### src/ip_code_priority_map_priority_map_params.svh
// Offsets, reset values and field layout of the code priority map registers
`ifndef IP_CODE_PRIORITY_MAP_PRIORITY_MAP_PARAMS_SVH
`define IP_CODE_PRIORITY_MAP_PRIORITY_MAP_PARAMS_SVH

`define CPM_ADDR_W 8
`define CPM_DATA_W 8
`define CPM_BASE_OFFSET 8'h90
`define CPM_LAST_OFFSET 8'h9c
`define CPM_NUM_REGS 13
`define CPM_REG_RESET 8'h00
`define CPM_ENTRY_W 2
`define CPM_ENTRIES_PER_REG 4
`define CPM_CODE_W 6
`define CPM_NUM_CODES 64
`define CPM_CODE_MSB 7
`define CPM_CODE_LSB 2
`define CPM_UNMAPPED_RDATA 8'h00
`define CPM_IDX_W 4
`define CPM_OFS_MAP_00_03 8'h90
`define CPM_OFS_MAP_04_07 8'h91
`define CPM_OFS_MAP_08_0B 8'h92
`define CPM_OFS_MAP_0C_0F 8'h93
`define CPM_OFS_MAP_10_13 8'h94
`define CPM_OFS_MAP_14_17 8'h95
`define CPM_OFS_MAP_18_1B 8'h96
`define CPM_OFS_MAP_1C_1F 8'h97
`define CPM_OFS_MAP_20_23 8'h98
`define CPM_OFS_MAP_24_27 8'h99
`define CPM_OFS_MAP_28_2B 8'h9a
`define CPM_OFS_MAP_2C_2F 8'h9b
`define CPM_OFS_MAP_30_33 8'h9c

`endif

### src/ip_code_priority_map_priority_map_pkg.sv
// Types shared by the code priority map block
package ip_code_priority_map_priority_map_pkg;

    typedef logic [1:0] prio_t;

    // Header summary from the ingress parser
    typedef struct packed {
        logic is_ipv4;
        logic is_ipv6;
        logic [7:0] tos_byte;
    } frame_hdr_s;

    // Classification result toward the queue logic
    typedef struct packed {
        logic ip_hit;
        prio_t prio;
    } prio_result_s;

endpackage : ip_code_priority_map_priority_map_pkg

### src/ip_code_priority_map_priority_map.sv
// Code priority map: register bank plus ingress classification
//
// How it works
// - Code is bits 7:2 of the type-of-service or traffic-class byte.
// - Code is fully decoded into 64 one-hot selections, one entry each.
// - For IPv4/IPv6 frames priority equals the selected two-bit entry (else 00); code n uses bits 2n+1:2n.
// - Lowest register holds codes 0x00..0x03, code 0x00 in bits 1:0.
// - Each next offset holds next four codes; 0x91 covers 0x04..0x07.
// - Register at 0x9c holds codes 0x30..0x33, 0x33 in bits 7:6.
// - Every entry is read/write and resets to 00.
// - One table serves both IPv4 and IPv6 frames.
//
// Register map, one byte each, lowest code in bits 1:0:
//   0x90 code_priority_map_00_03   codes 0x00..0x03
//   0x91 code_priority_map_04_07   codes 0x04..0x07
//   0x92 code_priority_map_08_0b   codes 0x08..0x0b
//   0x93 code_priority_map_0c_0f   codes 0x0c..0x0f
//   0x94 code_priority_map_10_13   codes 0x10..0x13
//   0x95 code_priority_map_14_17   codes 0x14..0x17
//   0x96 code_priority_map_18_1b   codes 0x18..0x1b
//   0x97 code_priority_map_1c_1f   codes 0x1c..0x1f
//   0x98 code_priority_map_20_23   codes 0x20..0x23
//   0x99 code_priority_map_24_27   codes 0x24..0x27
//   0x9a code_priority_map_28_2b   codes 0x28..0x2b
//   0x9b code_priority_map_2c_2f   codes 0x2c..0x2f
//   0x9c code_priority_map_30_33   codes 0x30..0x33
// Codes 0x34..0x3f have no register here and classify as priority 00.
// Offsets outside 0x90..0x9c ignore writes and read back as 0x00.
//
// Timing: a read answers one cycle after its strobe; a header gives its
// result one cycle after its valid. A map write counts for headers
// sampled from the edge after the write edge on; a read in the same
// cycle as a write to that register still returns the old byte.
`timescale 1ns/100ps
`include "ip_code_priority_map_priority_map_params.svh"

module ip_code_priority_map_priority_map #(
    parameter int NUM_REGS = `CPM_NUM_REGS
) (
    // Clock and reset
    input wire logic clk,
    input wire logic sys_rst,
    // Switch register interface
    input wire logic reg_wr,
    input wire logic reg_rd,
    input wire logic [`CPM_ADDR_W-1:0] reg_addr,
    input wire logic [`CPM_DATA_W-1:0] reg_wdata,
    output logic [`CPM_DATA_W-1:0] reg_rdata_ff,
    output logic reg_rvalid_ff,
    // Ingress header in
    input wire logic hdr_valid,
    input ip_code_priority_map_priority_map_pkg::frame_hdr_s hdr,
    // Priority result out
    output logic res_valid_ff,
    output ip_code_priority_map_priority_map_pkg::prio_result_s res_ff
);

    // Whole table width, and the code width used to size decode constants
    localparam int TABLE_W = `CPM_NUM_CODES * `CPM_ENTRY_W;
    localparam int CODE_W = `CPM_CODE_W;

    // Map storage and register decode
    logic [`CPM_DATA_W-1:0] map_ff [NUM_REGS];
    logic [`CPM_IDX_W-1:0] reg_index;
    logic dec_hit;
    logic addr_hit;

    // Classification path
    logic [TABLE_W-1:0] table_flat;
    logic [`CPM_CODE_W-1:0] code;
    logic [`CPM_NUM_CODES-1:0] code_sel;
    logic [`CPM_NUM_CODES-1:0] sel_lo;
    logic [`CPM_NUM_CODES-1:0] sel_hi;
    logic is_ip;
    ip_code_priority_map_priority_map_pkg::prio_t nxt_prio;

    // Offset decode: each register's offset is matched on its own, so the
    // map may grow or move without shifting the others. Index width caps
    // NUM_REGS at 16; a smaller NUM_REGS leaves upper offsets unmapped.
    always_comb begin
        dec_hit = 1'b0;
        reg_index = 4'h0;
        case (reg_addr)
            `CPM_OFS_MAP_00_03: begin
                dec_hit = 1'b1;
                reg_index = 4'h0;
            end
            `CPM_OFS_MAP_04_07: begin
                dec_hit = 1'b1;
                reg_index = 4'h1;
            end
            `CPM_OFS_MAP_08_0B: begin
                dec_hit = 1'b1;
                reg_index = 4'h2;
            end
            `CPM_OFS_MAP_0C_0F: begin
                dec_hit = 1'b1;
                reg_index = 4'h3;
            end
            `CPM_OFS_MAP_10_13: begin
                dec_hit = 1'b1;
                reg_index = 4'h4;
            end
            `CPM_OFS_MAP_14_17: begin
                dec_hit = 1'b1;
                reg_index = 4'h5;
            end
            `CPM_OFS_MAP_18_1B: begin
                dec_hit = 1'b1;
                reg_index = 4'h6;
            end
            `CPM_OFS_MAP_1C_1F: begin
                dec_hit = 1'b1;
                reg_index = 4'h7;
            end
            `CPM_OFS_MAP_20_23: begin
                dec_hit = 1'b1;
                reg_index = 4'h8;
            end
            `CPM_OFS_MAP_24_27: begin
                dec_hit = 1'b1;
                reg_index = 4'h9;
            end
            `CPM_OFS_MAP_28_2B: begin
                dec_hit = 1'b1;
                reg_index = 4'ha;
            end
            `CPM_OFS_MAP_2C_2F: begin
                dec_hit = 1'b1;
                reg_index = 4'hb;
            end
            `CPM_OFS_MAP_30_33: begin
                dec_hit = 1'b1;
                reg_index = 4'hc;
            end
            default: begin
                dec_hit = 1'b0;
                reg_index = 4'h0;
            end
        endcase
    end

    // Unbuilt registers behave exactly like unmapped offsets
    assign addr_hit = dec_hit && (int'(reg_index) < NUM_REGS);

    // Map registers: byte-wide read/write, cleared by reset
    // Whole-byte writes: software sets all four entries of a register at once
    always_ff @(posedge clk) begin
        if (sys_rst) begin
            for (int i = 0; i < NUM_REGS; i++) begin
                map_ff[i] <= `CPM_REG_RESET;
            end
        end else if (reg_wr && addr_hit) begin
            map_ff[reg_index] <= reg_wdata;
        end
    end

    // Read strobe echo; marks the cycle in which the read byte is fresh
    always_ff @(posedge clk) begin
        if (sys_rst) begin
            reg_rvalid_ff <= 1'b0;
        end else begin
            reg_rvalid_ff <= reg_rd;
        end
    end

    // Read data, captured one cycle after the strobe and held until the next
    // read; unmapped offsets read zero so software sees no stale byte
    always_ff @(posedge clk) begin
        if (sys_rst) begin
            reg_rdata_ff <= `CPM_REG_RESET;
        end else if (reg_rd) begin
            reg_rdata_ff <= addr_hit ? map_ff[reg_index] : `CPM_UNMAPPED_RDATA;
        end
    end

    // Flatten registers into one table, lowest code in lowest bits
    always_comb begin
        table_flat = '0;
        for (int r = 0; r < NUM_REGS; r++) begin
            table_flat[r*`CPM_DATA_W +: `CPM_DATA_W] = map_ff[r];
        end
    end

    // Code extraction and full one-hot decode
    assign code = hdr.tos_byte[`CPM_CODE_MSB:`CPM_CODE_LSB];
    assign is_ip = hdr.is_ipv4 | hdr.is_ipv6;

    // Each selection line gates exactly its own entry; the AND-OR tree
    // avoids a wide mux and keeps the decode visible to checkers
    genvar g;
    generate
        for (g = 0; g < `CPM_NUM_CODES; g++) begin : g_decode
            assign code_sel[g] = (code == CODE_W'(g));
            assign sel_lo[g] = code_sel[g] & table_flat[g*`CPM_ENTRY_W];
            assign sel_hi[g] = code_sel[g] & table_flat[g*`CPM_ENTRY_W+1];
        end
    endgenerate

    assign nxt_prio = {|sel_hi, |sel_lo};

    // Result valid: a one-cycle echo of the header valid
    always_ff @(posedge clk) begin
        if (sys_rst) begin
            res_valid_ff <= 1'b0;
        end else begin
            res_valid_ff <= hdr_valid;
        end
    end

    // Result fields, held until the next header so late readers still see them;
    // codes above the table give priority 00
    always_ff @(posedge clk) begin
        if (sys_rst) begin
            res_ff <= '0;
        end else if (hdr_valid) begin
            res_ff.ip_hit <= is_ip;
            res_ff.prio <= is_ip ? nxt_prio : 2'h0;
        end
    end

endmodule : ip_code_priority_map_priority_map

### config.mk
export PLATFORM = sky130hd
export DESIGN_NAME = ip_code_priority_map_priority_map
export DESIGN_NICKNAME = d
export VERILOG_FILES = /design/src/ip_code_priority_map_priority_map_pkg.sv /design/src/ip_code_priority_map_priority_map.sv
export VERILOG_INCLUDE_DIRS = /design/src
export SDC_FILE = /design/constraint.sdc
export NUM_CORES = 1
export LEC_CHECK = 0
export BUFFER_PORTS_ARGS = -buffer_cell sky130_fd_sc_hd__clkbuf_2
export CAP_MARGIN = 0
export CORE_UTILIZATION = 60
export DETAILED_ROUTE_END_ITERATION = 8
export PLACE_DENSITY = 0.83
export SYNTH_ARGS = -nofsm -noshare
export SYNTH_HDL_FRONTEND = slang
export SYNTH_SLANG_ARGS = --single-unit
### constraint.sdc
create_clock -name clk -period 2.3 [get_ports clk]
set_input_delay 0.115 -clock clk [delete_from_list [all_inputs] [get_ports clk]]
set_output_delay 0.115 -clock clk [all_outputs]
set_load 0.05 [all_outputs]
==> metrics, run 1 <==
final worst path period need=around 1.9 ns; pre-CTS setup slack=-0.00997 ns; Worst VDD drop=0.541 mV; first-pass GRT wire length=between 30 and 40 mm; routed len/inst=between 20 and 30 um; synthesized flop and latch total=approximately 120; DRT antenna net count=0; CP Max Fanout=2; largest net degree at the start of global routing=26; proportion of synthesized chip area in sequential cells=just over 50%; critical path startpoint category=flip-flop; outcome=complete, no violations; Syn Area/Cell=10.6 um^2; Clock Sinks=roughly 120; RSZ-0062 raised after global routing=no; Setup Buffers After CTS=0; share of cells above drive strength 1=21.8%; routed vias/inst=6.88; drt pass-1 iters=6; Cell Pwr Density=slightly above 700 mW/mm^2; Syn Std Cell Area=0.00667 mm^2; critical path class=flip-flop to flip-flop; most common cell in the netlist=and2_1; H-tree depth=4; max_cap viols=0; Final setup viols=0; clock root buffer=clkbuf_8; initial cell density of the core=between 60% and 70%; Clock Skew=0.00792 ns; power share of the clock group=44.6%; FMAX=approximately 0.53 GHz; Core Region=about 0.011 mm^2; CTS tree=done; Layout Cells excl Fill=~850; Final Hold Viols=0; Synth-to-Final Area Change=16.4%; Max-slew headroom=32.8%; Arrival @ worst endpoint=2.35 ns; Die Y=~110 um; via count=between 5000 and 6000; Lkg Pwr=between 2 and 3 nW; worst-margin pin slew=about 0.98 ns; Longest Clk Path Bufs=2; Util after Layout=roughly 72%; Synth area leaders=edfxtp_1, and2_1, dfxtp_1; Synth top area share=a little under half; Int Pwr=4.04 mW; hpwl dp=about 18 mm; final net count=725; Async S/R FF share, synth=0%; final worst setup slack=0.408 ns; critical path capture point type=flip-flop; placed insts=approximately 800; Sw Share=between 20% and 30%; Top Ports=44; Clock Latency Late Sink=approximately 0.54 ns; DRT iter0 DRCs=around 850; Hold WC Path Type=primary input to flip-flop; vias in the first global route=5581; Post-synth top flop=edfxtp_1; Net Sw Power=between 1 and 1.5 mW; Final TNS setup=0 ns; CTS Hold Bufs=3; Clock Pin Slew Worst Setup and Hold Paths=0.06 ns; Ant. Diodes=0; Slew Limit Fails=0; Final Wtd Congestion=1.07; top cells by count, synth=and2_1, edfxtp_1, nand2_1; DP Area=0.00719 mm^2; die area=between 0.01 and 0.015 mm^2; residual DRC count=0; CP required=2.76 ns; sequential power share=a little under half; Chip Width=roughly 110 um; Post-CTS Resized=0; total global routing track utilization=43.5%; gr ovfl total=0; synthesized instance count=629; YS warnings=0; Syn Nets=660; IO Port Bufs=~40; Distinct cells, synth=61; Gate power share=roughly 10%; final std cell area, no fill=about 0.0078 mm^2; Row Count=38; antenna violations before repair=0; drt total wl=about 24 mm; area leader, netlist=edfxtp_1; Num CTS Buffers=17; crit share post-route=82.3%; Post-synth EDFFs=between 100 and 150
## metal layers
metal	wire, um	global-route usage, %	vias to the layer above
met3	3060	10.7	97
met5	34	3.81	-
met2	10400	65.1	495
met1	9040	58.5	2755
met4	1200	22.4	2
li1	-	-	2480
## placed cells by master, fill, tap and decap left out, types with 3 or more instances in the layout
cell | Yosys | layout
and3_1 | 9 | 9
mux2i_1 | 17 | 17
nand4_1 | 11 | 11
nor3_1 | 9 | 9
a21oi_1 | 24 | 24
nor4_1 | 4 | 4
nor4b_1 | 4 | 4
clkbuf_2 | 0 | 41
o31ai_1 | 10 | 10
a22o_1 | 5 | 5
inv_6 | 0 | 5
nand3_1 | 30 | 30
edfxtp_1 | 104 | 104
o21ai_0 | 9 | 9
a31oi_1 | 14 | 14
nor3_4 | 3 | 3
o22ai_1 | 3 | 3
and2_1 | 107 | 107
dlygate4sd3_1 | 0 | 3
inv_1 | 7 | 7
mux2_2 | 7 | 7
or2_2 | 14 | 14
dfxtp_1 | 13 | 13
nor2_1 | 29 | 29
mux4_2 | 8 | 8
buf_4 | 2 | 44
o221ai_1 | 7 | 7
clkbuf_16 | 0 | 16
clkinv_1 | 0 | 4
clkinvlp_4 | 0 | 3
nand2b_1 | 5 | 5
a211oi_1 | 9 | 9
a32oi_1 | 6 | 6
nor2b_1 | 16 | 16
nor3b_1 | 8 | 8
nand4b_1 | 3 | 3
nand2_1 | 57 | 57
## sequential cells by signal, summed over array words and instances, names as in the netlist
signal	cells
res_valid_ff	1
map_ff	104
reg_rvalid_ff	1
res_ff	3
reg_rdata_ff	8
## path summary, 6_finish.rpt
check	from	end	slack [ns]	cells past startpoint
setup / recovery	map_ff[3][0]	res_ff[0]	0.41	5
hold / removal	hdr[9]	res_ff[1]	0.03	5
setup reg to reg	map_ff[3][0]	res_ff[0]	0.41	5
hold reg to reg	reg_rdata_ff[4]	reg_rdata_ff[4]	0.48	2
## logic make-up after synthesis
logic type / Yosys count / share of synthesized area (%)
AOI/OAI and AO/OA: 110 / 11.7
and+or+nand+nor: 320 / 27.6
muxes: 32 / 6.43
buffers and inverters: 50 / 3.56
DFF: 117 / 50.7
## cell type report
class,count,area (um^2)
Clock buffer,17,414
Clock inverter,15,129
Fill cell,768,3080
Inverter,7,26.3
Multi-Input combinational cell,462,3050
Sequential cell,117,3380
Tap cell,140,175
Timing Repair Buffer,89,586
## worst max-delay path: stages (launching register included)
cell and delay, ns:
edfxtp_1 0.37, mux2_2 0.18, nand2_1 0.05, a2111oi_0 0.85, nor4_1 0.15, a31oi_1 0.22
## power groups by stage
stage / sequential [mW] / combinational (mW) / clock [mW]
6_report: 2.51 / 0.554 / 2.46
5_1_grt: 2.51 / 0.575 / 2.53
3_5_place_dp: 2.54 / 0.525 / 0
4_1_cts: 2.50 / 0.533 / 2.45
2_1_floorplan: 2.51 / 0.296 / 0
3_3_place_gp: 2.54 / 0.519 / 0
## per-stage QoR
stage / hold slack (ns) / total power, mW
floorplan: 0.198 / 2.81
global placement: 0.402 / 3.06
detailed placement: 0.410 / 3.07
CTS: 0.00268 / 5.48
global route: 0.0286 / 5.62
finish: 0.0349 / 5.52
Power figures use the tool's default switching activity.
==> run 2, diff against run 1 <==
--- a/config.mk
+++ b/config.mk
@@ -6,11 +6,12 @@
 export SDC_FILE = /design/constraint.sdc
 export NUM_CORES = 1
 export LEC_CHECK = 0
+export ABC_AREA = 1
 export BUFFER_PORTS_ARGS = -buffer_cell sky130_fd_sc_hd__clkbuf_2
 export CAP_MARGIN = 0
-export CORE_UTILIZATION = 60
+export CORE_UTILIZATION = 56
 export DETAILED_ROUTE_END_ITERATION = 8
-export PLACE_DENSITY = 0.83
+export PLACE_DENSITY = 0.81
 export SYNTH_ARGS = -nofsm -noshare
 export SYNTH_HDL_FRONTEND = slang
 export SYNTH_SLANG_ARGS = --single-unit
==> constraint.sdc (replaced) <==
create_clock -name clk -period 1.7 [get_ports clk]
set_input_delay 0.085 -clock clk [delete_from_list [all_inputs] [get_ports clk]]
set_output_delay 0.085 -clock clk [all_outputs]
set_load 0.05 [all_outputs]
==> metrics, run 2 <==
Final TNS setup=0 ns (unchanged); Async S/R FF share, synth=0% (unchanged); critical path startpoint category=primary input (was flip-flop); Longest Clk Path Bufs=2 (unchanged); first-pass GRT wire length=38.2 mm (was 34.8 mm); CP Cell Sequence=clkbuf_2 > inv_1 > nand2_1 > nor2_2 > o21ai_1 > nor2_1 > inv_1 > buf_4 > nor3_4 > nand2_2 > nand2_1 > buf_12 (was mux2_2 > nand2_1 > a2111oi_0 > nor4_1 > a31oi_1); CP Max Fanout=8 (was 2); Final Hold Viols=0 (unchanged); Final Wtd Congestion=1.06 (was 1.07); proportion of synthesized chip area in sequential cells=52.7% (was 50.7%); failing checks=DRC; YS warnings=0 (unchanged); Util after Layout=72.4% (was 71.6%); Worst VDD drop=0.574 mV (was 0.541 mV); vias in the first global route=7192 (was 5581); Max-slew headroom=63.7% (was 32.8%); critical path class=primary input to flip-flop (was flip-flop to flip-flop); Ant. Diodes=0 (unchanged); Hold WC Path Type=primary input to flip-flop (unchanged); most frequent cells in the layout=nand2_1, nor2_1, edfxtp_1 (was and2_1, edfxtp_1, nand2_1); Syn Std Cell Area=0.00779 mm^2 (was 0.00667 mm^2); Clock Skew=0.00722 ns (was 0.00792 ns); Setup Buffers After CTS=0 (unchanged); Core Region=0.0134 mm^2 (was 0.0108 mm^2); Layout Cells excl Fill=1361 (was 847); CP required=1.84 ns (was 2.76 ns); crit share post-route=around 91%; Lkg Pwr=4.69 nW (was 2.92 nW); CTS Hold Bufs=12 (was 3); Synth-to-Final Area Change=24.5% (was 16.4%); Largest Register=map_ff (unchanged); H-tree depth=4 (unchanged); residual DRC count=18 (was 0); drt total wl=25.0 mm (was 23.7 mm); Synth top area share=49.3% (was 46.8%); Arrival @ worst endpoint=1.69 ns (was 2.35 ns); IO Port Bufs=41 (unchanged); worst hold slack=0.0429 ns (was 0.0349 ns); RSZ-0062 raised after global routing=no (unchanged); Top Ports=44 (unchanged); Clock Sinks=141 (was 117); CP peak stage delay=0.29 ns (was 0.85 ns); Clock Latency Late Sink=0.43 ns (was 0.54 ns); Slew Limit Fails=0 (unchanged); final worst path period need=1.54 ns; Die Y=120 um (was 107 um); Row Count=42 (was 38); total global routing track utilization=36.2% (was 43.5%); CP max-delay cell=nor3_4 (was a2111oi_0); synthesized instance count=1025 (was 629); drt pass-1 iters=9 (was 6); Post-CTS Resized=0 (unchanged); critical path capture point type=flip-flop (unchanged); Clock Pin Slew Worst Setup and Hold Paths=0.06 ns (about the same); max FFs per register=128 (was 104); FMAX=between 0.6 and 0.7 GHz; hpwl dp=17.4 mm (was 17.6 mm); placed insts=1317 (was 812); Post-synth EDFFs=128 (was 104); routed vias/inst=5.67 (was 6.88); outcome=finished with violations (was complete, no violations); die area=0.0144 mm^2 (was 0.0115 mm^2); worst-margin pin slew=0.544 ns (was 0.982 ns); final net count=1203 (was 725); Worst path top cell family by delay=simple AND/OR/NAND/NOR gates (was compound AO/OA/AOI/OAI gates); largest net degree at the start of global routing=33 (was 26); share of cells above drive strength 1=15.9% (was 21.8%); most common cell in the netlist=nand2_1 (was and2_1); DRT iter0 DRCs=1313 (was 854); top cells by count, synth=nand2_1, nor2_1, edfxtp_1 (was and2_1, edfxtp_1, nand2_1); Final setup viols=0 (unchanged); routed len/inst=18.4 um (was 28.0 um); via count=7717 (was 5829); antenna violations before repair=0 (unchanged); Distinct cells, synth=26 (was 61); CTS tree=done (unchanged); Syn Area/Cell=7.60 um^2 (was 10.6 um^2); DRT antenna net count=0 (unchanged); Synth area leaders=edfxtp_1, nand2_1, nor2_1 (was edfxtp_1, and2_1, dfxtp_1); Chip Width=120 um (was 107 um); Cell Pwr Density=921 mW/mm^2 (was 712 mW/mm^2); max_cap viols=0 (unchanged); Post-synth top flop=edfxtp_1 (unchanged); commonest non-fill, non-tap cell in the layout=nand2_1 (was and2_1); area leader, netlist=edfxtp_1 (unchanged); Num CTS Buffers=17 (unchanged); Largest regs=map_ff: 128 flops, reg_rdata_ff: 8 flops, res_ff: 3 flops (was map_ff: 104 flops, reg_rdata_ff: 8 flops, res_ff: 3 flops); initial cell density of the core=58.2% (was 61.5%); gr ovfl total=0 (unchanged); Crit path buffers/inverters=5 (was 0); synthesized flop and latch total=141 (was 117); clock root buffer=clkbuf_16 (was clkbuf_8)
==> run 2: cell types whose count changed after synthesis, sizes merged, moves of 16 or more <==
| cell | delta |
|---|---|
| nor2b | -16 |
| o21ai | +30 |
| edfxtp | +24 |
| mux2i | -17 |
| and2 | -105 |
| nand3 | +81 |
| nand2 | +253 |
| inv | +116 |
| nor2 | +192 |
==> run 2: layout make-up <==
type                    instances  area (um^2)
inverters                     123          462
fillers                       986         3700
multi-input cells             743         3140
clock inverters                12          194
well taps                     176          220
repair buffers                146         1150
clock buffers                  20          437
flip-flops and latches        141         4100
==> run 2: power by group <==
part	switching, mW	total (mW)	internal (mW)
registers	0.103	4.07	3.97
logic	0.569	0.843	0.274
clock network	1.43	4.02	2.59
==> run 2: path summary, 6_finish.rpt <==
check             depth (start not counted)            to    startpoint  slack (ns)
setup / recovery                         12  map_ff[3][6]   reg_addr[6]        0.16
hold / removal                            3     res_ff[0]       sys_rst        0.04
setup reg to reg                         10     res_ff[0]  map_ff[3][6]        0.16
hold reg to reg                           2     res_ff[0]     res_ff[0]        0.46
==> run 2: worst min-delay path, delay by kind of cell <==
| kind | cells | cell delay, ns |
|---|---|---|
| buffers and inverters | 2 | 0.28 |
| AO/OA/AOI/OAI | 1 | 0.05 |
==> run 2: stage by stage <==
step | setup WS [ns] | cell area, um^2 | total power, mW
after global placement | -0.169 | 8950 | 4.90
after floorplan | -0.0141 | 7890 | 4.51
after global routing | 0.0862 | 9700 | 9.11
final | 0.157 | 9700 | 8.93
after detailed placement | -0.231 | 8950 | 4.91
after CTS | 0.202 | 9700 | 8.88
==> run 2: per-layer routing <==
layer  vias to the layer above  GRT usage, %  share of wire (%)
met5                         -             0                  0
met4                         0          21.5                5.2
met3                       130          8.98                 13
met2                       608          56.4                 45
met1                      3442          45.5                 37
li1                       3537             -                  -
==> run 2: cell families (layout without fill, tap and decap cells) <==
family,count (synthesis),in the layout,synth area share (%)
flip-flops,141,141,52.7
buffers and inverters,164,301,8.35
AND/OR/NAND/NOR,668,668,35.6
other,1,24,0.0481
AO/OA/AOI/OAI,51,51,3.34
